--- src/mst_pkg.sv ---
package mst_pkg;

	// Register location and layout
	localparam logic [13:0] MST_REG_ADDR   = 14'h014d;
	localparam int          MST_DATA_W     = 16;
	localparam logic [15:0] MST_RESET_VAL  = 16'h0000;
	localparam int          MST_ENABLE_BIT = 12;
	localparam int          MST_NUM_MEM    = 4;

	// Per-memory start, done and pass positions, index 0 = backplane data
	localparam int MST_START_POS [MST_NUM_MEM] = '{11, 8, 5, 2};
	localparam int MST_DONE_POS  [MST_NUM_MEM] = '{10, 7, 4, 1};
	localparam int MST_PASS_POS  [MST_NUM_MEM] = '{9, 6, 3, 0};

	// Writable bits: reserved 15:13 plus enable and start bits
	localparam logic [15:0] MST_WR_MASK    = 16'hf924;

	// Default march pass length per memory
	localparam int MST_MEM_DEPTH  = 16;

	// Register port request carried as one group
	typedef struct packed {
		logic        cs;
		logic        wr;
		logic [13:0] addr;
		logic [15:0] wdata;
	} mst_req_t;

	// Per-engine state
	typedef enum logic [1:0] {
		MST_IDLE,
		MST_WRITE,
		MST_READ,
		MST_FINISH
	} mst_state_t;

endpackage

--- src/mst_engine.sv ---
module mst_engine #(
	parameter int DEPTH = mst_pkg::MST_MEM_DEPTH
) (
	// Clock and reset
	input  wire logic clk_i,
	input  wire logic sys_rst_i,
	// Control
	input  wire logic start_i,
	input  wire logic enable_i,
	input  wire logic fault_i,
	// Result
	output logic      done_o,
	output logic      pass_o
);
	import mst_pkg::*;

	localparam int AW = $clog2(DEPTH);

	mst_state_t     state_ff, nxt_state;
	logic [AW-1:0]  addr_ff,  nxt_addr;
	logic           done_ff,  nxt_done;
	logic           pass_ff,  nxt_pass;
	logic [DEPTH-1:0] mem_ff, nxt_mem;

	// Write-all then read-back sweep over a flop array
	always_comb begin
		nxt_state = state_ff;
		nxt_addr  = addr_ff;
		nxt_done  = done_ff;
		nxt_pass  = pass_ff;
		nxt_mem   = mem_ff;
		case (state_ff)
			MST_IDLE: begin
				if (start_i && enable_i) begin
					nxt_state = MST_WRITE;
					nxt_addr  = '0;
					nxt_done  = 1'b0;
					nxt_pass  = 1'b1;
				end
			end
			MST_WRITE: begin
				nxt_mem[addr_ff] = ~addr_ff[0];
				if (addr_ff == AW'(DEPTH - 1)) begin
					nxt_state = MST_READ;
					nxt_addr  = '0;
				end else begin
					nxt_addr = addr_ff + 1'b1;
				end
			end
			MST_READ: begin
				if ((mem_ff[addr_ff] ^ fault_i) != ~addr_ff[0])
					nxt_pass = 1'b0;
				if (addr_ff == AW'(DEPTH - 1))
					nxt_state = MST_FINISH;
				else
					nxt_addr = addr_ff + 1'b1;
			end
			MST_FINISH: begin
				nxt_done  = 1'b1;
				nxt_state = MST_IDLE;
			end
			default: nxt_state = MST_IDLE;
		endcase
		if (!enable_i) begin
			nxt_state = MST_IDLE;
		end
	end

	// State registers
	always_ff @(posedge clk_i or posedge sys_rst_i) begin
		if (sys_rst_i) begin
			state_ff <= MST_IDLE;
			addr_ff  <= '0;
			done_ff  <= 1'b0;
			pass_ff  <= 1'b0;
			mem_ff   <= '0;
		end else begin
			state_ff <= nxt_state;
			addr_ff  <= nxt_addr;
			done_ff  <= nxt_done;
			pass_ff  <= nxt_pass;
			mem_ff   <= nxt_mem;
		end
	end

	assign done_o = done_ff;
	assign pass_o = pass_ff & done_ff; // Pass only meaningful once done
endmodule

--- src/mst_ctrl.sv ---
module mst_ctrl #(
	parameter int DEPTH = mst_pkg::MST_MEM_DEPTH
) (
	// Clock and reset
	input  wire logic                           clk_i,
	input  wire logic                           sys_rst_i,
	// Register port
	input  wire mst_pkg::mst_req_t              req_i,
	output logic [mst_pkg::MST_DATA_W-1:0]      rdata_o,
	// Memory fault injection, mode output and busy outputs
	input  wire logic [mst_pkg::MST_NUM_MEM-1:0] fault_i,
	output logic                                selftest_mode_o,
	output logic [mst_pkg::MST_NUM_MEM-1:0]     test_busy_o
);
	import mst_pkg::*;

	logic [15:0]            ctrl_ff, nxt_ctrl;
	logic [15:0]            rdata_ff, nxt_rdata;
	logic [MST_NUM_MEM-1:0] start_prev_ff, nxt_start_prev;
	logic [MST_NUM_MEM-1:0] busy_ff, nxt_busy;
	logic [MST_NUM_MEM-1:0] launch, done, pass, start_lvl;
	logic                   hit;

	// Longest run: write sweep, read sweep, finish and sampling slack
	localparam int FIN_MAX = 2 * DEPTH + 3;

	assign hit = req_i.cs && (req_i.addr == MST_REG_ADDR);

	// Writable bits update on a hit write; status bits never stored
	always_comb begin
		nxt_ctrl = ctrl_ff;
		if (hit && req_i.wr)
			nxt_ctrl = req_i.wdata & MST_WR_MASK;
	end

	genvar g;
	generate
		for (g = 0; g < MST_NUM_MEM; g++) begin : g_mem
			// Rising edge of a start bit launches that engine
			assign start_lvl[g] = ctrl_ff[MST_START_POS[g]];
			assign launch[g] = start_lvl[g] & ~start_prev_ff[g];
			mst_engine #(
				.DEPTH(DEPTH)
			) u_eng (
				.clk_i    (clk_i),
				.sys_rst_i(sys_rst_i),
				.start_i  (launch[g]),
				.enable_i (ctrl_ff[MST_ENABLE_BIT]),
				.fault_i  (fault_i[g]),
				.done_o   (done[g]),
				.pass_o   (pass[g])
			);
		end
	endgenerate

	// Read image assembles control and live status; busy tracks real runs
	always_comb begin
		nxt_start_prev = start_lvl;
		nxt_rdata      = ctrl_ff;
		nxt_busy       = busy_ff;
		for (int i = 0; i < MST_NUM_MEM; i++) begin
			nxt_rdata[MST_DONE_POS[i]] = done[i];
			nxt_rdata[MST_PASS_POS[i]] = pass[i];
			// A launch ignored outside test mode never shows as busy
			if (done[i] || !ctrl_ff[MST_ENABLE_BIT])
				nxt_busy[i] = 1'b0;
			if (launch[i] && ctrl_ff[MST_ENABLE_BIT])
				nxt_busy[i] = 1'b1;
		end
		if (!(hit && !req_i.wr))
			nxt_rdata = rdata_ff;
	end

	// Registers
	always_ff @(posedge clk_i or posedge sys_rst_i) begin
		if (sys_rst_i) begin
			ctrl_ff       <= MST_RESET_VAL;
			rdata_ff      <= MST_RESET_VAL;
			start_prev_ff <= '0;
			busy_ff       <= '0;
		end else begin
			ctrl_ff       <= nxt_ctrl;
			rdata_ff      <= nxt_rdata;
			start_prev_ff <= nxt_start_prev;
			busy_ff       <= nxt_busy;
		end
	end

	assign rdata_o         = rdata_ff;
	assign selftest_mode_o = ctrl_ff[MST_ENABLE_BIT];
	assign test_busy_o     = busy_ff & ~done;

	// Assertions
	property p_mode;
		@(posedge clk_i) disable iff (sys_rst_i)
		(hit && req_i.wr)
			|=> selftest_mode_o == $past(req_i.wdata[MST_ENABLE_BIT]);
	endproperty
	a_mode: assert property (p_mode) else $error("mode mismatch");

	property p_launch;
		@(posedge clk_i) disable iff (sys_rst_i)
		(launch[0] && ctrl_ff[MST_ENABLE_BIT]) |=> !done[0];
	endproperty
	a_launch: assert property (p_launch) else $error("done not cleared");

	property p_finish;
		@(posedge clk_i) disable iff (sys_rst_i)
		(launch[1] && ctrl_ff[MST_ENABLE_BIT] && req_i == '0)
			|-> ##[1:FIN_MAX] done[1];
	endproperty
	a_finish: assert property (p_finish) else $error("test never done");

	property p_pass;
		@(posedge clk_i) disable iff (sys_rst_i)
		($rose(done[3]) && $past(fault_i[3], 2)) |-> !pass[3];
	endproperty
	a_pass: assert property (p_pass) else $error("fault not reported");

	property p_ro;
		@(posedge clk_i) disable iff (sys_rst_i)
		(hit && req_i.wr) |=> (ctrl_ff & ~MST_WR_MASK) == '0;
	endproperty
	a_ro: assert property (p_ro) else $error("status bit stored");

	property p_start3;
		@(posedge clk_i) disable iff (sys_rst_i)
		$rose(start_lvl[3]) |-> launch[3];
	endproperty
	a_start3: assert property (p_start3) else $error("no launch");

	property p_start2;
		@(posedge clk_i) disable iff (sys_rst_i)
		launch[2] |-> ctrl_ff[MST_START_POS[2]];
	endproperty
	a_start2: assert property (p_start2) else $error("bad launch");

	c_done0: cover property (@(posedge clk_i) done[0] && pass[0]);
	c_fail1: cover property (@(posedge clk_i) done[1] && !pass[1]);
	c_all:   cover property (@(posedge clk_i) &done);
endmodule

--- config.mk ---
export PLATFORM = sky130hd
export DESIGN_NAME = mst_ctrl
export DESIGN_NICKNAME = d
export VERILOG_FILES = /design/src/mst_pkg.sv /design/src/mst_engine.sv /design/src/mst_ctrl.sv
export SDC_FILE = /design/constraint.sdc
export NUM_CORES = 1
export LEC_CHECK = 0
export BUFFER_PORTS_ARGS = -buffer_cell sky130_fd_sc_hd__buf_2
export CORE_ASPECT_RATIO = 1.4
export CORE_MARGIN = 2
export CORE_UTILIZATION = 51
export CTS_BUF_LIST = sky130_fd_sc_hd__clkbuf_4
export DETAILED_ROUTE_END_ITERATION = 16
export PLACE_DENSITY = 0.71
export SYNTH_ARGS = -nofsm -noshare
export SYNTH_HDL_FRONTEND = slang
export SYNTH_HIERARCHICAL = 1
export SYNTH_SLANG_ARGS = --single-unit
--- constraint.sdc ---
create_clock -name clk_i -period 2.25 [get_ports clk_i]
set_input_delay 0.1125 -clock clk_i [delete_from_list [all_inputs] [get_ports clk_i]]
set_output_delay 0.1125 -clock clk_i [all_outputs]
set_load 0.02 [all_outputs]
==> results.toml, run 1 <==
[global_routing]
grt_use_total = 0.216
use_met1 = 0.274
met2_usage = 0.357
grt_start_max_net_pins = 25
antenna_found_initial = 1
met3_usage = 0.0539
grt_pass1_vias = 5032
grt_busiest_layer = "met2"
grt_first_pass_wirelength_microns = 24100
grt-ovfl-total = 0

[final_layout]
final_core_util = 0.590
instances_no_fill = 841
area_delta_synth_final_pct = 12.2
final_layout_size_suffix_gt1_frac = 0.223
nFillCells = 1069
final_area_sq_um = 7590
final_nets = 751

[power]
p_leak_nw = 3.70
irDropWorstVdd_mv = 0.288
p_clk_frac = 0.355
cell_internal_pwr_mw = 2.78
p_seq_frac = 0.618
pwr-share-comb = 0.027
p_sw_uw = 945
powerDensity_nw_per_um2 = 490
netSwitchingFraction = 0.254

[route]
drt-total-wl_microns = 14200
num_vias = 4968
viasPerCell = 5.91
antenna_left = 0
wl_per_cell_microns = 16.8
drc = 0
firstDrtPassIters = 5
drtIter0Drc = 252

[placement]
placed_area_sq_um = 7250
dp_hpwl_microns = 10100
dp.cells = 797
numPortBuffers = 50
place.gp.congestion = 0.850

[yosys]
syn-cell-area_sq_um = 6770
ys_seq_area_frac = 0.473
ys_types = 47
synth_top_cell_area_share = 0.473
synth_seq_cells = 128
ys_warn_count = 6
yosys.area.top_type = "dfrtp_1"
synthCells = 597
synth_ff_type = "dfrtp_1"
async_flop_share = 1.00
ys_top_cells_by_count = "dfrtp_1 (128), nand2_1 (44), ha_1 (39)"
synth_edf_count = 0
yosysMostFrequentCell = "dfrtp_1"
syn-num-nets = 674
synthTopCellsByArea = "dfrtp_1 (47%), ha_1 (7.2%), mux4_1 (5.8%)"
avgSynthCellArea_sq_um = 11.3

[cts]
ctsRootBufferMaster = "clkbuf_4"
htreeDepth = 4
cts.clk_slew.worst_paths_ps = 110
cts_tree = "built"
numClockSinks = 128
numCtsBuffers = 17
cts.path.max_buffers = 2
postCtsSetupBuffers = 0
insertion_delay_ps = 560

[sta]
slew_headroom = 0.380
fmax_mhz = 464
finalSetupViolCount = 0
worst_pin_slew_ps = 930
post-route-min-period_ps = 2160
setup_tns_ps = 0
slew_violations = 0
final-hold-violation-count = 0
fin_crit_sh = 0.958
skew_ps = 15.6
rsz0062_at_grt = "false"

[critical_path]
ff2ff_setup_slack_ps = 90
crit_arrival_ps = 2600
worstSetupStartpoint = "g_mem[3].u_eng/addr_ff[0]$_DFFE_PP0P_"
critPathLaunchType = "flip-flop"
r2r-end = "g_mem[3].u_eng/pass_ff$_DFFE_PP0P_"
path_max_fanout = 9
reg2reg_depth = 4
crit_type = "reg -> reg"
crit_end = "g_mem[3].u_eng/pass_ff$_DFFE_PP0P_"
critPathCaptureType = "flip-flop"
required_ps = 2690
r2r_start = "g_mem[3].u_eng/addr_ff[0]$_DFFE_PP0P_"

[floorplan]
rows = 49
die_y_microns = 140
die_w_microns = 101
fp.coreArea_sq_um = 12900
dieArea_sq_um = 14200
pin_count = 59
start_util = 0.526

[run]
max-cap-violations = 0

[outcome]
status = "finished, final reports clean"

[min_path]
hold_class = "in -> reg"
==> cell type report <==
cell class / instances / area (sq um) / share of cell area
clock buffers: 18 / 135 / 0.0178
inverters: 25 / 93.8 / 0.0124
repair buffers: 88 / 576 / 0.0758
well taps: 153 / 191 / 0.0252
flip-flops and latches: 128 / 3210 / 0.422
clock inverters: 14 / 95.1 / 0.0125
diodes: 1 / 2.50 / 0.000329
multi-input cells: 414 / 3290 / 0.434
==> metrics by stage <==
step	setup slack [ps]	hold slack (ps)	total power, mW
6_report	95.0	68.3	3.72
5_1_grt	13.0	68.4	3.89
2_1_floorplan	177	127	2.39
3_5_place_dp	12.6	231	2.44
4_1_cts	38.6	23.3	3.77
3_3_place_gp	70.9	217	2.43
==> routing by layer <==
layer / up-vias / wire [microns]
met2: 134 / 7320
li1: 2363 / -
met5: - / 0
met3: 18 / 623
met1: 2453 / 6000
met4: 0 / 208
==> cells in the final DEF (no fill, tap or decap), types with 5 or more instances in the layout <==
| cell | Yosys | layout |
|---|---|---|
| mux2i_1 | 8 | 8 |
| a31oi_1 | 24 | 24 |
| nand3_1 | 16 | 16 |
| nor2_1 | 37 | 37 |
| and3_1 | 7 | 7 |
| a221o_1 | 8 | 8 |
| dfrtp_1 | 128 | 124 |
| xnor2_1 | 8 | 8 |
| ha_1 | 39 | 39 |
| nand2_1 | 44 | 44 |
| dlygate4sd3_1 | 0 | 11 |
| clkbuf_4 | 0 | 18 |
| o21ai_0 | 20 | 20 |
| o31ai_1 | 17 | 17 |
| nor2b_1 | 14 | 14 |
| buf_4 | 0 | 26 |
| clkinvlp_4 | 0 | 5 |
| a22o_1 | 8 | 8 |
| mux4_1 | 15 | 15 |
| mux2_4 | 10 | 10 |
| mux4_2 | 5 | 5 |
| buf_2 | 0 | 50 |
| a21oi_1 | 38 | 38 |
| inv_1 | 22 | 22 |
| o21ai_1 | 24 | 24 |
| mux2_2 | 16 | 16 |
==> logic make-up after synthesis <==
logic type,share of synthesized area
XOR/XNOR,0.0104
AND/OR/NAND/NOR,0.113
buffers and inverters,0.0399
flip-flops,0.473
AO/OA/AOI/OAI,0.154
adder cells (fa/ha/maj),0.0721
multiplexers,0.137
==> power by group through the flow <==
stage | logic (mW) | registers, mW | clock network (mW)
floorplan | 0.0470 | 2.34 | 0
global placement | 0.0885 | 2.34 | 0
detailed placement | 0.0908 | 2.34 | 0
CTS | 0.106 | 2.30 | 1.37
global route | 0.118 | 2.30 | 1.48
finish | 0.102 | 2.30 | 1.32
==> registers in the layout (all words and copies together) (netlist names) <==
name,cells
g_mem.u_eng/mem_ff,64
g_mem.u_eng/addr_ff,16
rdata_o,16
ctrl_ff,8
g_mem.u_eng/state_ff,8
busy_ff,4
g_mem.u_eng/done_o,4
g_mem.u_eng/pass_ff,4
start_prev_ff,4
==> critical path: stages, from the launching register on <==
cell     delay, ps
dfrtp_2        490
mux4_1         590
mux4_2         480
xnor2_1        140
a221o_1        340
==> timing repair <==
item                                    in CTS  in global routing
endpoints found under the hold margin      118                  0
gates resized for setup                      1                  3
hold buffers                                11                  0
endpoints found under the setup margin       1                  3
==> how the worst min path moves through the flow <==
stage,from,endpoint,slack (ps),depth (start not counted)
3_3_place_gp,sys_rst_i,rdata_o[4]$_DFFE_PP0P_,220,2
6_report,fault_i[0],g_mem[0].u_eng/pass_ff$_DFFE_PP0P_,70,4
3_5_place_dp,sys_rst_i,rdata_o[3]$_DFFE_PP0P_,230,2
2_1_floorplan,sys_rst_i,g_mem[0].u_eng/addr_ff[0]$_DFFE_PP0P_,130,1
4_1_cts,fault_i[3],g_mem[3].u_eng/pass_ff$_DFFE_PP0P_,20,4
5_1_grt,fault_i[0],g_mem[0].u_eng/pass_ff$_DFFE_PP0P_,70,4
(Power assumes the default switching activity.)
==> inputs of run 2 (changes only) <==
GPL_TIMING_DRIVEN = 0   (was unset)
MAX_ROUTING_LAYER = met4   (was unset)
==> results.toml, run 2 (same netlist as run 1, synthesis figures left out) <==
[sta]
final-hold-violation-count = 0
fin_crit_sh = 0.977
setup_tns_ps = 0
slew_violations = 0
fmax_mhz = 455
skew_ps = 19.0
rsz0062_at_grt = "false"
worst_pin_slew_ps = 962
holdWs_ps = 104
post-route-min-period_ps = 2200
slew_headroom = 0.358
fin_ws_ps = 51.8
finalSetupViolCount = 0

[critical_path]
ff2ff_setup_slack_ps = 50
max_stage_delay_ps = 600
path_max_fanout = 5
critPathLaunchType = "flip-flop"
crit_family = "multiplexers"
critical_path.cell_chain = "buf_6, mux4_1, mux4_2, xnor2_1, a221o_1"
required_ps = 2640
r2r_start = "g_mem[0].u_eng/addr_ff[0]$_DFFE_PP0P_"
crit_arrival_ps = 2590
crit_type = "reg -> reg"
crit_slowest_cell = "mux4_1"
reg2reg_depth = 5
r2r-end = "g_mem[0].u_eng/pass_ff$_DFFE_PP0P_"
critPathCaptureType = "flip-flop"
crit_buf_inv = 1

[min_path]
holdPathEnd = "g_mem[3].u_eng/pass_ff$_DFFE_PP0P_"
min_path_cells = 4
hold_class = "in -> reg"
min-delay-start = "fault_i[3]"

[floorplan]
pin_count = 59
start_util = 0.526
fp.coreArea_sq_um = 12900
die_y_microns = 140
die_w_microns = 101
dieArea_sq_um = 14200
rows = 49

[cts]
ctsRootBufferMaster = "clkbuf_4"
numClockSinks = 128
cts_tree = "built"
cts.path.max_buffers = 2
insertion_delay_ps = 510
cts.clk_slew.worst_paths_ps = 110
numCtsBuffers = 17
htreeDepth = 4

[route]
drt-total-wl_microns = 14100
drtIter0Drc = 242
wl_per_cell_microns = 16.7
viasPerCell = 5.89
num_vias = 4982
firstDrtPassIters = 5
drc = 0
antenna_left = 0

[global_routing]
grt-ovfl-total = 0
grt_first_pass_wirelength_microns = 24200
grt_start_max_net_pins = 33
grt_use_total = 0.219
antenna_found_initial = 1
grt_pass1_vias = 5006

[power]
p_leak_nw = 3.71
irDropWorstVdd_mv = 0.342
powerDensity_nw_per_um2 = 536

[final_layout]
final_nets = 756
nFillCells = 1082
final_common_cell = "dfrtp_1"
final_cell_mix = "dfrtp_1 (125), buf_2 (50), nand2_1 (44)"
final_core_util = 0.597
area_delta_synth_final_pct = 13.6
top_register = "g_mem.u_eng/mem_ff"
final_layout_size_suffix_gt1_frac = 0.205
largest_register_ffs = 64

[placement]
dp_hpwl_microns = 9890
place.gp.congestion = 0.858
pre_cts_slack_ps = -184
numPortBuffers = 50

[outcome]
status = "finished, final reports clean"

[run]
max-cap-violations = 0
[run 2: cell types whose count changed in the layout (fill, tap and decap cells not counted), sizes merged]
cell / before / now
clkbuf: 18 / 41
buf: 77 / 59
bufinv: 0 / 4
clkinvlp: 5 / 2
dlymetal6s2s: 0 / 3
dlygate4sd3: 11 / 9
inv: 26 / 24
[run 2: how the worst max path moves through the flow]
stage                                               start                                     to  cells past startpoint
floorplan           g_mem[3].u_eng/addr_ff[0]$_DFFE_PP0P_     g_mem[3].u_eng/pass_ff$_DFFE_PP0P_                      5
global placement                  ctrl_ff[12]$_DFFE_PP0P_  g_mem[3].u_eng/addr_ff[3]$_DFFE_PP0P_                      4
detailed placement  g_mem[2].u_eng/addr_ff[1]$_DFFE_PP0P_  g_mem[2].u_eng/addr_ff[3]$_DFFE_PP0P_                      6
CTS                 g_mem[1].u_eng/addr_ff[0]$_DFFE_PP0P_     g_mem[1].u_eng/pass_ff$_DFFE_PP0P_                      5
global route        g_mem[1].u_eng/addr_ff[0]$_DFFE_PP0P_     g_mem[1].u_eng/pass_ff$_DFFE_PP0P_                      5
finish              g_mem[0].u_eng/addr_ff[0]$_DFFE_PP0P_     g_mem[0].u_eng/pass_ff$_DFFE_PP0P_                      5
[run 2: final cells by class]
class                   instances  area (sq um)  area share
diodes                          1          2.50    0.000326
plain buffers                  30           178      0.0231
clock buffers                  19           143      0.0186
clock inverters                13           169      0.0220
inverters                      25          93.8      0.0122
multi-input cells             414          3310       0.431
flip-flops and latches        128          3210       0.417
well taps                     153           191      0.0249
repair buffers                 63           390      0.0508
[run 2: timing repair]
| item | CTS | global route |
|---|---|---|
| pin swaps | 0 | 1 |
| setup buffers | 2 | 1 |
| hold buffers | 9 | 0 |
| endpoints found under the hold margin | 105 | 0 |
| endpoints found under the setup margin | 14 | 5 |
| gates resized for setup | 8 | 11 |
[run 2: through the flow]
step | power, mW | cells | cell area [sq um]
floorplan | 2.39 | 597 | 6770
global placement | 2.43 | 800 | 7210
detailed placement | 2.43 | 800 | 7210
CTS | 4.18 | 843 | 7650
global route | 4.31 | 846 | 7690
finish | 4.12 | 846 | 7690
[run 2: tightest hold or removal path, stage by stage]
cell     delay, ps
buf_2           90
xnor2_1         70
xnor2_1        150
a221o_1        150
[run 2: metal layers]
layer	vias up	wire length (microns)	GRT usage
met3	19	449	0.0399
met4	0	235	0.0683
met1	2465	6080	0.272
met2	125	7330	0.364
li1	2373	-	-
met5	-	0	-
[run 2: where the power goes]
group	internal, mW	switching (mW)
clock	0.890	0.823
combinational	0.0408	0.0630
sequential	2.30	0.000170
